===== src/rtl/ttm_regs.svh =====
// Purpose: Offsets, field positions, reset values and capability masks of the trap trigger block.
// Assumes: 32-bit register width, two triggers behind the index select register.
// Notes: Definitions only.
`ifndef TTM_REGS_SVH
`define TTM_REGS_SVH

`define TTM_ADDR_SELECT 12'h7a0
`define TTM_ADDR_CONFIG 12'h7a1
`define TTM_ADDR_MASK 12'h7a2

`define TTM_TYPE_IRQ 4'h4
`define TTM_TYPE_EXC 4'h5
`define TTM_TYPE_NONE 4'h0

`define TTM_POS_TYPE 28
`define TTM_POS_DMODE 27
`define TTM_POS_HIT 26
`define TTM_POS_VS 12
`define TTM_POS_VU 11
`define TTM_POS_NMI 10
`define TTM_POS_M 9
`define TTM_POS_S 7
`define TTM_POS_U 6
`define TTM_ACTION_W 6

`define TTM_RST_TYPE 4'h0
`define TTM_RST_ACTION 6'h00
`define TTM_RST_MASK 32'h0000_0000

// Interrupt codes 1,3,5,7,9,11 and a subset of exception codes are backed by flops.
`define TTM_IRQ_SUPPORTED 32'h0000_0aaa
`define TTM_EXC_SUPPORTED 32'h0000_b1ff

// Hart capabilities: S and U present, no virtualization.
`define TTM_HAS_S 1'b1
`define TTM_HAS_U 1'b1
`define TTM_HAS_H 1'b0

`define TTM_PRIV_U 2'h0
`define TTM_PRIV_S 2'h1
`define TTM_PRIV_M 2'h3

`endif


===== src/rtl/ttm_pkg.sv =====
// Purpose: Shared types of the trap trigger block.
// Assumes: 32-bit register width.
// Notes: Constants live in ttm_regs.svh.
package ttm_pkg;
    typedef logic [31:0] ttm_word_t;
    typedef logic [3:0] ttm_type_t;
    typedef logic [1:0] ttm_priv_t;
    typedef logic [4:0] ttm_code_t;
endpackage : ttm_pkg


===== src/rtl/ttm_mode_filter.sv =====
// Purpose: Decides whether a trap's source privilege mode is enabled for a trigger.
// Assumes: Mode enables are already legalised by the caller.
// Notes: Purely combinational.
`timescale 1ns/100ps
module ttm_mode_filter (
    input wire logic m_en_i,
    input wire logic s_en_i,
    input wire logic u_en_i,
    input wire logic vs_en_i,
    input wire logic vu_en_i,
    input wire ttm_pkg::ttm_priv_t priv_i,
    input wire logic virt_i,
    output logic mode_ok_o
);
    always_comb begin
        case (priv_i)
            2'h3: mode_ok_o = m_en_i;
            2'h1: mode_ok_o = virt_i ? vs_en_i : s_en_i;
            2'h0: mode_ok_o = virt_i ? vu_en_i : u_en_i;
            default: mode_ok_o = 1'b0;
        endcase
    end
endmodule : ttm_mode_filter


===== src/rtl/ttm_cause_match.sv =====
// Purpose: Matches a taken trap against one trigger's type and cause mask.
// Assumes: The mask holds only supported bits, so codes above 31 never reach it.
// Notes: Purely combinational.
`timescale 1ns/100ps
module ttm_cause_match (
    input wire ttm_pkg::ttm_type_t type_i,
    input wire ttm_pkg::ttm_word_t mask_i,
    input wire logic nmi_en_i,
    input wire logic irq_i,
    input wire logic nmi_i,
    input wire ttm_pkg::ttm_code_t code_i,
    output logic cause_ok_o
);
    `include "ttm_regs.svh"
    always_comb begin
        cause_ok_o = 1'b0;
        if (type_i == `TTM_TYPE_IRQ && irq_i) begin
            cause_ok_o = nmi_i ? nmi_en_i : mask_i[code_i];
        end else if (type_i == `TTM_TYPE_EXC && !irq_i) begin
            cause_ok_o = mask_i[code_i];
        end
    end
endmodule : ttm_cause_match


===== src/rtl/ttm_trigger_unit.sv =====
// Purpose: Trap-entry trigger module with two triggers seen through an index select register.
// Assumes: CSR port reads return data one cycle later; the hart holds the handler's first
//          instruction until the cycle after trap_valid_i, when fire_o is known.
// Notes:
// Operation
// - Type 4 shows interrupt-trigger layout.
// - Type 5 shows exception-trigger layout.
// - Config access reaches selected trigger; common resets.
// - Interrupt matches when its mask bit set.
// - Enabled NMI fires if mode enabled.
// - Interrupt codes above 31 unselectable.
// - Partial interrupt mask; software reads back.
// - Fire after trap, before handler.
// - Action zero: breakpoint trap, zero tval.
// - Extra context conditions also required.
// - Hardware sets hit; software writes freely.
// - Interrupt mode enables; missing modes zero.
// - Exception matches when cause bit set.
// - Exception mode enables; missing modes zero.
// - Exception word field positions fixed.
// - Six-bit action field; fields reset zero.
// - Exception codes above 31 unselectable.
// - Partial exception mask; software reads back.
`timescale 1ns/100ps
module ttm_trigger_unit (
    input wire logic sys_clk_i,
    input wire logic rst_b_i,
    input wire logic csr_re_i,
    input wire logic csr_we_i,
    input wire logic [11:0] csr_addr_i,
    input wire ttm_pkg::ttm_word_t csr_wdata_i,
    input wire logic debug_mode_i,
    input wire logic trap_valid_i,
    input wire logic trap_irq_i,
    input wire logic trap_nmi_i,
    input wire ttm_pkg::ttm_code_t trap_code_i,
    input wire ttm_pkg::ttm_priv_t trap_priv_i,
    input wire logic trap_virt_i,
    input wire logic ctx_match_i,
    output ttm_pkg::ttm_word_t csr_rdata_o,
    output logic fire_o,
    output logic [5:0] fire_action_o,
    output logic tval_zero_o
);
    `include "ttm_regs.svh"

    localparam int NTRIG = 2;

    logic sel_q;
    ttm_pkg::ttm_type_t type_q [NTRIG];
    logic dmode_q [NTRIG];
    logic hit_q [NTRIG];
    logic nmi_q [NTRIG];
    logic m_q [NTRIG];
    logic s_q [NTRIG];
    logic u_q [NTRIG];
    logic [5:0] action_q [NTRIG];
    ttm_pkg::ttm_word_t mask_q [NTRIG];
    logic [NTRIG-1:0] match;
    logic any_match;
    logic [5:0] match_action;
    logic wr_cfg;
    logic wr_mask;

    ////////////////////////////////////////////////////////////////////////////////
    // Register views.

    function automatic ttm_pkg::ttm_word_t supported_mask(input ttm_pkg::ttm_type_t t);
        supported_mask = (t == `TTM_TYPE_IRQ) ? `TTM_IRQ_SUPPORTED :
                         (t == `TTM_TYPE_EXC) ? `TTM_EXC_SUPPORTED : 32'h0000_0000;
    endfunction : supported_mask

    function automatic ttm_pkg::ttm_word_t config_word(input int i);
        config_word = 32'h0000_0000;
        config_word[`TTM_POS_TYPE +: 4] = type_q[i];
        if (type_q[i] != `TTM_TYPE_NONE) begin
            config_word[`TTM_POS_DMODE] = dmode_q[i];
            config_word[`TTM_POS_HIT] = hit_q[i];
            config_word[`TTM_POS_VS] = `TTM_HAS_H & 1'b0;
            config_word[`TTM_POS_VU] = `TTM_HAS_H & 1'b0;
            // Bit 10 only carries the NMI enable in the interrupt view; it is zero otherwise.
            config_word[`TTM_POS_NMI] = (type_q[i] == `TTM_TYPE_IRQ) & nmi_q[i];
            config_word[`TTM_POS_M] = m_q[i];
            config_word[`TTM_POS_S] = s_q[i];
            config_word[`TTM_POS_U] = u_q[i];
            config_word[`TTM_ACTION_W-1:0] = action_q[i];
        end
    endfunction : config_word

    assign wr_cfg = csr_we_i && csr_addr_i == `TTM_ADDR_CONFIG;
    assign wr_mask = csr_we_i && csr_addr_i == `TTM_ADDR_MASK;

    ////////////////////////////////////////////////////////////////////////////////
    // Trigger index select.

    always_ff @(posedge sys_clk_i or negedge rst_b_i) begin
        if (!rst_b_i) begin
            sel_q <= 1'b0;
        end else if (csr_we_i && csr_addr_i == `TTM_ADDR_SELECT) begin
            sel_q <= csr_wdata_i[0];
        end
    end

    ////////////////////////////////////////////////////////////////////////////////
    // Per-trigger configuration; every trigger shares the same reset values.

    always_ff @(posedge sys_clk_i or negedge rst_b_i) begin
        if (!rst_b_i) begin
            for (int i = 0; i < NTRIG; i++) begin
                type_q[i] <= `TTM_RST_TYPE;
                dmode_q[i] <= 1'b0;
                nmi_q[i] <= 1'b0;
                m_q[i] <= 1'b0;
                s_q[i] <= 1'b0;
                u_q[i] <= 1'b0;
                action_q[i] <= `TTM_RST_ACTION;
                mask_q[i] <= `TTM_RST_MASK;
            end
        end else begin
            for (int i = 0; i < NTRIG; i++) begin
                if (wr_cfg && sel_q == i[0] && (!dmode_q[i] || debug_mode_i)) begin
                    // Unsupported types fall back to none rather than keeping a stale layout.
                    if (csr_wdata_i[`TTM_POS_TYPE +: 4] == `TTM_TYPE_IRQ ||
                        csr_wdata_i[`TTM_POS_TYPE +: 4] == `TTM_TYPE_EXC) begin
                        type_q[i] <= csr_wdata_i[`TTM_POS_TYPE +: 4];
                    end else begin
                        type_q[i] <= `TTM_TYPE_NONE;
                    end
                    dmode_q[i] <= csr_wdata_i[`TTM_POS_DMODE] & debug_mode_i;
                    nmi_q[i] <= csr_wdata_i[`TTM_POS_NMI];
                    m_q[i] <= csr_wdata_i[`TTM_POS_M];
                    s_q[i] <= csr_wdata_i[`TTM_POS_S] & `TTM_HAS_S;
                    u_q[i] <= csr_wdata_i[`TTM_POS_U] & `TTM_HAS_U;
                    action_q[i] <= csr_wdata_i[`TTM_ACTION_W-1:0];
                    mask_q[i] <= mask_q[i] & supported_mask(csr_wdata_i[`TTM_POS_TYPE +: 4]);
                end else if (wr_mask && sel_q == i[0] && (!dmode_q[i] || debug_mode_i)) begin
                    // Only 32 mask bits exist, so codes above 31 cannot be chosen.
                    mask_q[i] <= csr_wdata_i & supported_mask(type_q[i]);
                end
            end
        end
    end

    ////////////////////////////////////////////////////////////////////////////////
    // Hit flags; a hardware set in the same cycle as a software write wins.

    always_ff @(posedge sys_clk_i or negedge rst_b_i) begin
        if (!rst_b_i) begin
            for (int i = 0; i < NTRIG; i++) begin
                hit_q[i] <= 1'b0;
            end
        end else begin
            for (int i = 0; i < NTRIG; i++) begin
                if (match[i]) begin
                    hit_q[i] <= 1'b1;
                end else if (wr_cfg && sel_q == i[0] && (!dmode_q[i] || debug_mode_i)) begin
                    hit_q[i] <= csr_wdata_i[`TTM_POS_HIT];
                end
            end
        end
    end

    ////////////////////////////////////////////////////////////////////////////////
    // Trap matching.

    for (genvar g = 0; g < NTRIG; g++) begin : g_trig
        logic mode_ok;
        logic cause_ok;
        ttm_mode_filter u_mode (
            .m_en_i(m_q[g]),
            .s_en_i(s_q[g]),
            .u_en_i(u_q[g]),
            .vs_en_i(1'b0),
            .vu_en_i(1'b0),
            .priv_i(trap_priv_i),
            .virt_i(trap_virt_i),
            .mode_ok_o(mode_ok)
        );
        ttm_cause_match u_cause (
            .type_i(type_q[g]),
            .mask_i(mask_q[g]),
            .nmi_en_i(nmi_q[g]),
            .irq_i(trap_irq_i),
            .nmi_i(trap_nmi_i),
            .code_i(trap_code_i),
            .cause_ok_o(cause_ok)
        );
        assign match[g] = trap_valid_i && mode_ok && cause_ok && ctx_match_i;
    end

    assign any_match = |match;

    always_comb begin
        match_action = `TTM_RST_ACTION;
        for (int i = NTRIG - 1; i >= 0; i--) begin
            if (match[i]) begin
                match_action = action_q[i];
            end
        end
    end

    // Firing is registered: the hart sees it in the cycle after trap entry, ahead of the handler.
    always_ff @(posedge sys_clk_i or negedge rst_b_i) begin
        if (!rst_b_i) begin
            fire_o <= 1'b0;
            fire_action_o <= `TTM_RST_ACTION;
            tval_zero_o <= 1'b0;
        end else begin
            fire_o <= any_match;
            fire_action_o <= match_action;
            tval_zero_o <= any_match && match_action == 6'h00;
        end
    end

    ////////////////////////////////////////////////////////////////////////////////
    // Read port; unmapped addresses read as zero.

    always_ff @(posedge sys_clk_i or negedge rst_b_i) begin
        if (!rst_b_i) begin
            csr_rdata_o <= 32'h0000_0000;
        end else if (csr_re_i) begin
            case (csr_addr_i)
                `TTM_ADDR_SELECT: csr_rdata_o <= {31'h0000_0000, sel_q};
                `TTM_ADDR_CONFIG: csr_rdata_o <= config_word(int'(sel_q));
                `TTM_ADDR_MASK: csr_rdata_o <= mask_q[sel_q];
                default: csr_rdata_o <= 32'h0000_0000;
            endcase
        end
    end

    ////////////////////////////////////////////////////////////////////////////////
    // Checks.

    property p_fire_follows_trap;
        @(posedge sys_clk_i) disable iff (!rst_b_i) fire_o |-> $past(trap_valid_i);
    endproperty
    a_fire_follows_trap: assert property (p_fire_follows_trap) else $error("fire without trap");

    property p_match_fires;
        @(posedge sys_clk_i) disable iff (!rst_b_i) any_match |=> fire_o;
    endproperty
    a_match_fires: assert property (p_match_fires) else $error("match did not fire");

    property p_nmi_fires;
        @(posedge sys_clk_i) disable iff (!rst_b_i)
            (trap_valid_i && trap_irq_i && trap_nmi_i && ctx_match_i && type_q[0] == `TTM_TYPE_IRQ
             && nmi_q[0] && trap_priv_i == `TTM_PRIV_M && m_q[0]) |-> ##1 fire_o;
    endproperty
    a_nmi_fires: assert property (p_nmi_fires) else $error("nmi missed");

    property p_exc_fires;
        @(posedge sys_clk_i) disable iff (!rst_b_i)
            (trap_valid_i && !trap_irq_i && ctx_match_i && type_q[0] == `TTM_TYPE_EXC
             && mask_q[0][trap_code_i] && trap_priv_i == `TTM_PRIV_M && m_q[0]) |=> fire_o;
    endproperty
    a_exc_fires: assert property (p_exc_fires) else $error("exception missed");

    property p_ctx_blocks;
        @(posedge sys_clk_i) disable iff (!rst_b_i) !ctx_match_i |=> !fire_o;
    endproperty
    a_ctx_blocks: assert property (p_ctx_blocks) else $error("fired without context");

    property p_hit_set;
        @(posedge sys_clk_i) disable iff (!rst_b_i) match[0] |=> hit_q[0];
    endproperty
    a_hit_set: assert property (p_hit_set) else $error("hit not set");

    property p_tval_zero;
        @(posedge sys_clk_i) disable iff (!rst_b_i) fire_o && fire_action_o == 6'h00 |-> tval_zero_o;
    endproperty
    a_tval_zero: assert property (p_tval_zero) else $error("tval not zeroed");

    property p_mask_legal;
        @(posedge sys_clk_i) disable iff (!rst_b_i)
            $past(csr_re_i && csr_addr_i == `TTM_ADDR_MASK) |->
            (csr_rdata_o & ~(`TTM_IRQ_SUPPORTED | `TTM_EXC_SUPPORTED)) == 32'h0000_0000;
    endproperty
    a_mask_legal: assert property (p_mask_legal) else $error("unsupported mask bit");

    property p_virt_zero;
        @(posedge sys_clk_i) disable iff (!rst_b_i)
            $past(csr_re_i && csr_addr_i == `TTM_ADDR_CONFIG) |-> csr_rdata_o[12:11] == 2'h0;
    endproperty
    a_virt_zero: assert property (p_virt_zero) else $error("virtual enable set");

    property p_type_legal;
        @(posedge sys_clk_i) disable iff (!rst_b_i)
            $past(csr_re_i && csr_addr_i == `TTM_ADDR_CONFIG) |->
            csr_rdata_o[31:28] inside {4'h0, 4'h4, 4'h5};
    endproperty
    a_type_legal: assert property (p_type_legal) else $error("illegal type read");

    property p_reset_zero;
        @(posedge sys_clk_i) $rose(rst_b_i) |-> action_q[0] == 6'h00 && !hit_q[0] && mask_q[1] == 32'h0;
    endproperty
    a_reset_zero: assert property (p_reset_zero) else $error("reset value wrong");

    // A maskable interrupt whose trigger 0 mask bit is clear must never match trigger 0.
    property p_irq_needs_mask;
        @(posedge sys_clk_i) disable iff (!rst_b_i)
            (trap_valid_i && trap_irq_i && !trap_nmi_i && !mask_q[0][trap_code_i]) |-> !match[0];
    endproperty
    a_irq_needs_mask: assert property (p_irq_needs_mask) else $error("masked interrupt matched");

    // A trap from plain U mode with trigger 0's U enable clear never matches trigger 0, whatever its cause.
    property p_mode_off_quiet;
        @(posedge sys_clk_i) disable iff (!rst_b_i)
            (trap_valid_i && trap_priv_i == `TTM_PRIV_U && !trap_virt_i && !u_q[0]) |-> !match[0];
    endproperty
    a_mode_off_quiet: assert property (p_mode_off_quiet) else $error("disabled mode matched");

endmodule : ttm_trigger_unit


===== config.mk =====
export PLATFORM = sky130hd
export DESIGN_NAME = ttm_trigger_unit
export DESIGN_NICKNAME = d
export VERILOG_FILES = /design/src/rtl/ttm_pkg.sv /design/src/rtl/ttm_mode_filter.sv /design/src/rtl/ttm_cause_match.sv /design/src/rtl/ttm_trigger_unit.sv
export VERILOG_INCLUDE_DIRS = /design/src /design/src/rtl
export SDC_FILE = /design/constraint.sdc
export NUM_CORES = 1
export LEC_CHECK = 0
export BUFFER_PORTS_ARGS = -buffer_cell sky130_fd_sc_hd__buf_4
export CAP_MARGIN = 20
export CORE_MARGIN = 1.5
export CORE_UTILIZATION = 49
export CTS_CLUSTER_SIZE = 14
export DETAILED_ROUTE_END_ITERATION = 12
export HOLD_SLACK_MARGIN = 0.06
export PLACE_DENSITY = 0.76
export SLEW_MARGIN = 20
export SYNTH_ARGS = -nofsm -noshare
export SYNTH_HDL_FRONTEND = slang
export SYNTH_SLANG_ARGS = --single-unit
export TNS_END_PERCENT = 1

===== constraint.sdc =====
create_clock -name sys_clk_i -period 2.2 [get_ports sys_clk_i]
set_clock_uncertainty 0.2 [all_clocks]
set_input_delay 0.22 -clock sys_clk_i [delete_from_list [all_inputs] [get_ports sys_clk_i]]
set_output_delay 0.22 -clock sys_clk_i [all_outputs]
set_load 0.02 [all_outputs]

==> run metrics <==
run status=finished clean; H-tree Lvls=3; R2R Path Start=mask_q[7]; Initial DRC Count=258; Antenna Cells=0; crit-path cells=mux4_2, mux2_2, or3_4, buf_4, nand3_1, o31ai_2; post-place setup slack=-0.200 ns; Area after DPL=5690 um2; CP Class=register to register; area of the core=9240 um2; mux cell area share after synthesis=0.165; worst hold start=trap_code_i[4]; XOR/XNOR share of the synthesized area=0.00188; critical path's largest stage delay=0.46 ns; Post-Syn Area per Cell=11.5 um2; Post-DP HPWL=9280 um; Slew headroom=0.509; CP arrival=2.24 ns; grt total ovfl=0; largest net degree at the start of global routing=39; antenna violations before repair=0; Synth cell types=59; Max Root-Sink Buffers=2; P_leak=2.91 nW; CTS tree=done; Final Hold Vio Count=0; port bufs=78; Clk Latency, worst-skew pair=0.36 ns; final instance area=6290 um2; Die ar.=10100 um2; Syn Inst Count=403; DRC violations left=0; Worst Hold Path EP=tval_zero_o; DIE HEIGHT=100 um; fin. max-slew vios=0; Initial DRT Pass Iterations=5; max cap viols=0; Routed Antenna Nets=0; Required @ worst endpoint=2.25 ns; reg2reg path depth=6; worst hold margin=0.135 ns; routed len/inst=18.9 um; Area Overhead vs Synth=35.3%; routed vias=3946; dominant combinational cell family by area after synthesis=multiplexers; DRT Wirelength=13000 um; Final min period=2.19 ns; hold path depth=3; clock slew at reported path FFs=0.09 ns; Global Route Usage Sum=0.261; post-synthesis compound-gate area fraction=0.162; die extent in x=100 um; yosys warns=0; Setup crit start kind=register; layout cells sized above 1=0.393; fin nets=613; RSZ-0062 raised after global routing=yes; Final Cycle Share=0.994; Seq/Total Area, Yosys=0.484; boundary pin count=101; Synth Cell Area=4650 um2; power per cell area=495 nW/um2; CTS Sinks=90; CP endpoint kind=register; Tightest Pin Transition=0.729 ns; clock root buffer=clkbuf_8; storage element area=2250 um2; internal reg-to-reg setup slack=0.01 ns; GP Congestion=0.941; critical path peak fanout=6; EDFF count, synth=0; Synth Flop Type=dfrtp_1; Tightest Hold Check Type=input pin to register; global-route wire length before repair=20200 um; number of fillers in the final layout=683; FFs w/ async S/R, synth=1.00; Synth Register Bits=90; Peak Freq=457 MHz; Initial Util=0.503; reg2reg end=fire_action_o[3]; Multi-input gate area=2320 um2; critical path buffer and inverter count=1; worst setup margin=0.0122 ns; simple-gate share of the synthesized area=0.138; vias in the first global route=3962; critical path's slowest cell=mux4_2; TritonCTS Buffers=9; worst vdd ir=0.266 mV; Via density=5.75; family with the most delay on the worst path=multiplexers; row count=35; Post-Synth Adder-Cell Area=0; Finish-stage setup viols=0
==> per-layer routing <==
layer / vias to the layer above / track usage / part of all wire
met1: 1959 / 0.371 / 0.45
met4: 0 / 0.0888 / 0.021
met5: - / 0 / 0
met2: 169 / 0.415 / 0.47
li1: 1793 / - / -
met3: 25 / 0.0348 / 0.058
==> final cells by class <==
type / instances / area share
well taps: 129 / 0.0257
repair buffers: 163 / 0.212
clock buffers: 11 / 0.0225
flip-flops and latches: 90 / 0.358
inverters: 5 / 0.00298
clock inverters: 5 / 0.00994
multi-input cells: 283 / 0.369
==> cells in the final DEF (no fill, tap or decap), types with 2 or more instances in the layout <==
| cell | count |
|---|---|
| nand3_1 | 15 |
| and3_1 | 2 |
| and3_4 | 2 |
| o21ai_0 | 11 |
| dlygate4sd3_1 | 25 |
| nand3_2 | 5 |
| nor4_1 | 3 |
| o21ai_2 | 4 |
| a21o_1 | 2 |
| mux2i_1 | 32 |
| o2bb2ai_1 | 14 |
| nand2_1 | 22 |
| nand2b_1 | 6 |
| o22ai_1 | 2 |
| nor2b_1 | 8 |
| dfrtp_1 | 90 |
| mux2_2 | 25 |
| mux2_4 | 5 |
| o31ai_1 | 5 |
| clkinvlp_4 | 2 |
| nand3b_1 | 3 |
| o22a_1 | 8 |
| o31ai_2 | 4 |
| and2_1 | 3 |
| nor3_2 | 3 |
| buf_6 | 3 |
| a22o_1 | 32 |
| nor3_1 | 10 |
| buf_4 | 132 |
| conb_1 | 11 |
| nor2_1 | 9 |
| mux4_2 | 4 |
| clkbuf_8 | 10 |
| a21oi_1 | 4 |
| nor3b_1 | 2 |
| buf_12 | 3 |
| inv_1 | 4 |
==> cell families (layout without fill, tap and decap cells) <==
kind of cell / count (synthesis) / count (layout)
flops: 90 / 90
compound gates: 95 / 95
other cells: 1 / 11
buf+inv: 40 / 184
xor+xnor: 1 / 1
simple gates: 110 / 110
mux: 66 / 66
==> flip-flops by register name, indices dropped and copies added (netlist names) <==
| signal | flops |
|---|---|
| tval_zero_o | 1 |
| fire_o | 1 |
| u_q | 2 |
| action_q | 12 |
| hit_q | 2 |
| nmi_q | 2 |
| sel_q | 1 |
| dmode_q | 2 |
| mask_q | 28 |
| type_q | 8 |
| csr_rdata_o | 21 |
| m_q | 2 |
| fire_action_o | 6 |
| s_q | 2 |
==> repair_timing <==
action / CTS / global route
hold buffers: 25 / 0
buffers inserted: 0 / 4
hold endpoints to repair: 151 / 0
endpoints found under the setup margin: 8 / 25
pin swaps: 0 / 4
resized for setup: 6 / 20
==> cell usage after synthesis, drive strengths merged (5+ instances only) <==
library cell,instances,share of area
nor2,10,0.0097
o2bb2ai,14,0.026
o22a,8,0.015
nand2b,6,0.0081
inv,5,0.0040
nand2,22,0.018
nor2b,8,0.011
a21oi,5,0.0078
nor3,13,0.015
buf,23,0.034
and2,5,0.0067
clkbuf,12,0.0097
o21ai,15,0.018
mux2i,32,0.069
nand3,20,0.022
o31ai,9,0.015
mux2,30,0.077
dfrtp,90,0.48
a22o,32,0.060
==> how the worst max path moves through the flow <==
stage | from | endpoint | slack [ns] | cells after the start
4_1_cts | type_q[1] | fire_action_o[4] | -0.006 | 7
3_3_place_gp | csr_addr_i[11] | action_q[2] | -0.17 | 6
6_report | mask_q[7] | fire_action_o[3] | 0.01 | 6
2_1_floorplan | csr_addr_i[11] | action_q[5] | -0.15 | 6
5_1_grt | mask_q[41] | tval_zero_o | -0.06 | 5
3_5_place_dp | csr_addr_i[11] | type_q[2] | -0.20 | 6
==> per-stage QoR <==
stage               utilization  TNS [ns]  total power [mW]  instances
finish                    0.681         0              3.11        686
global route              0.681    -0.232              3.21        686
CTS                       0.668  -0.00583              3.13        682
detailed placement        0.615     -5.52              1.93        641
global placement          0.615     -5.25              1.92        641
floorplan                     -     -1.39              1.78        413
==> worst register-to-register path, delay by kind of cell (launching register included) <==
kind | cells | cell delay [ns]
mux | 2 | 0.74
buf+inv | 1 | 0.18
simple gates | 2 | 0.48
flops | 1 | 0.42
compound gates | 1 | 0.07
==> power by group <==
| group | switching (mW) | leakage, nW | internal, mW |
|---|---|---|---|
| clock network | 0.607 | 0.0962 | 0.563 |
| logic | 0.156 | 1.56 | 0.132 |
| registers | 0.00106 | 1.25 | 1.65 |
No activity file was read; power rests on OpenSTA's default activity.
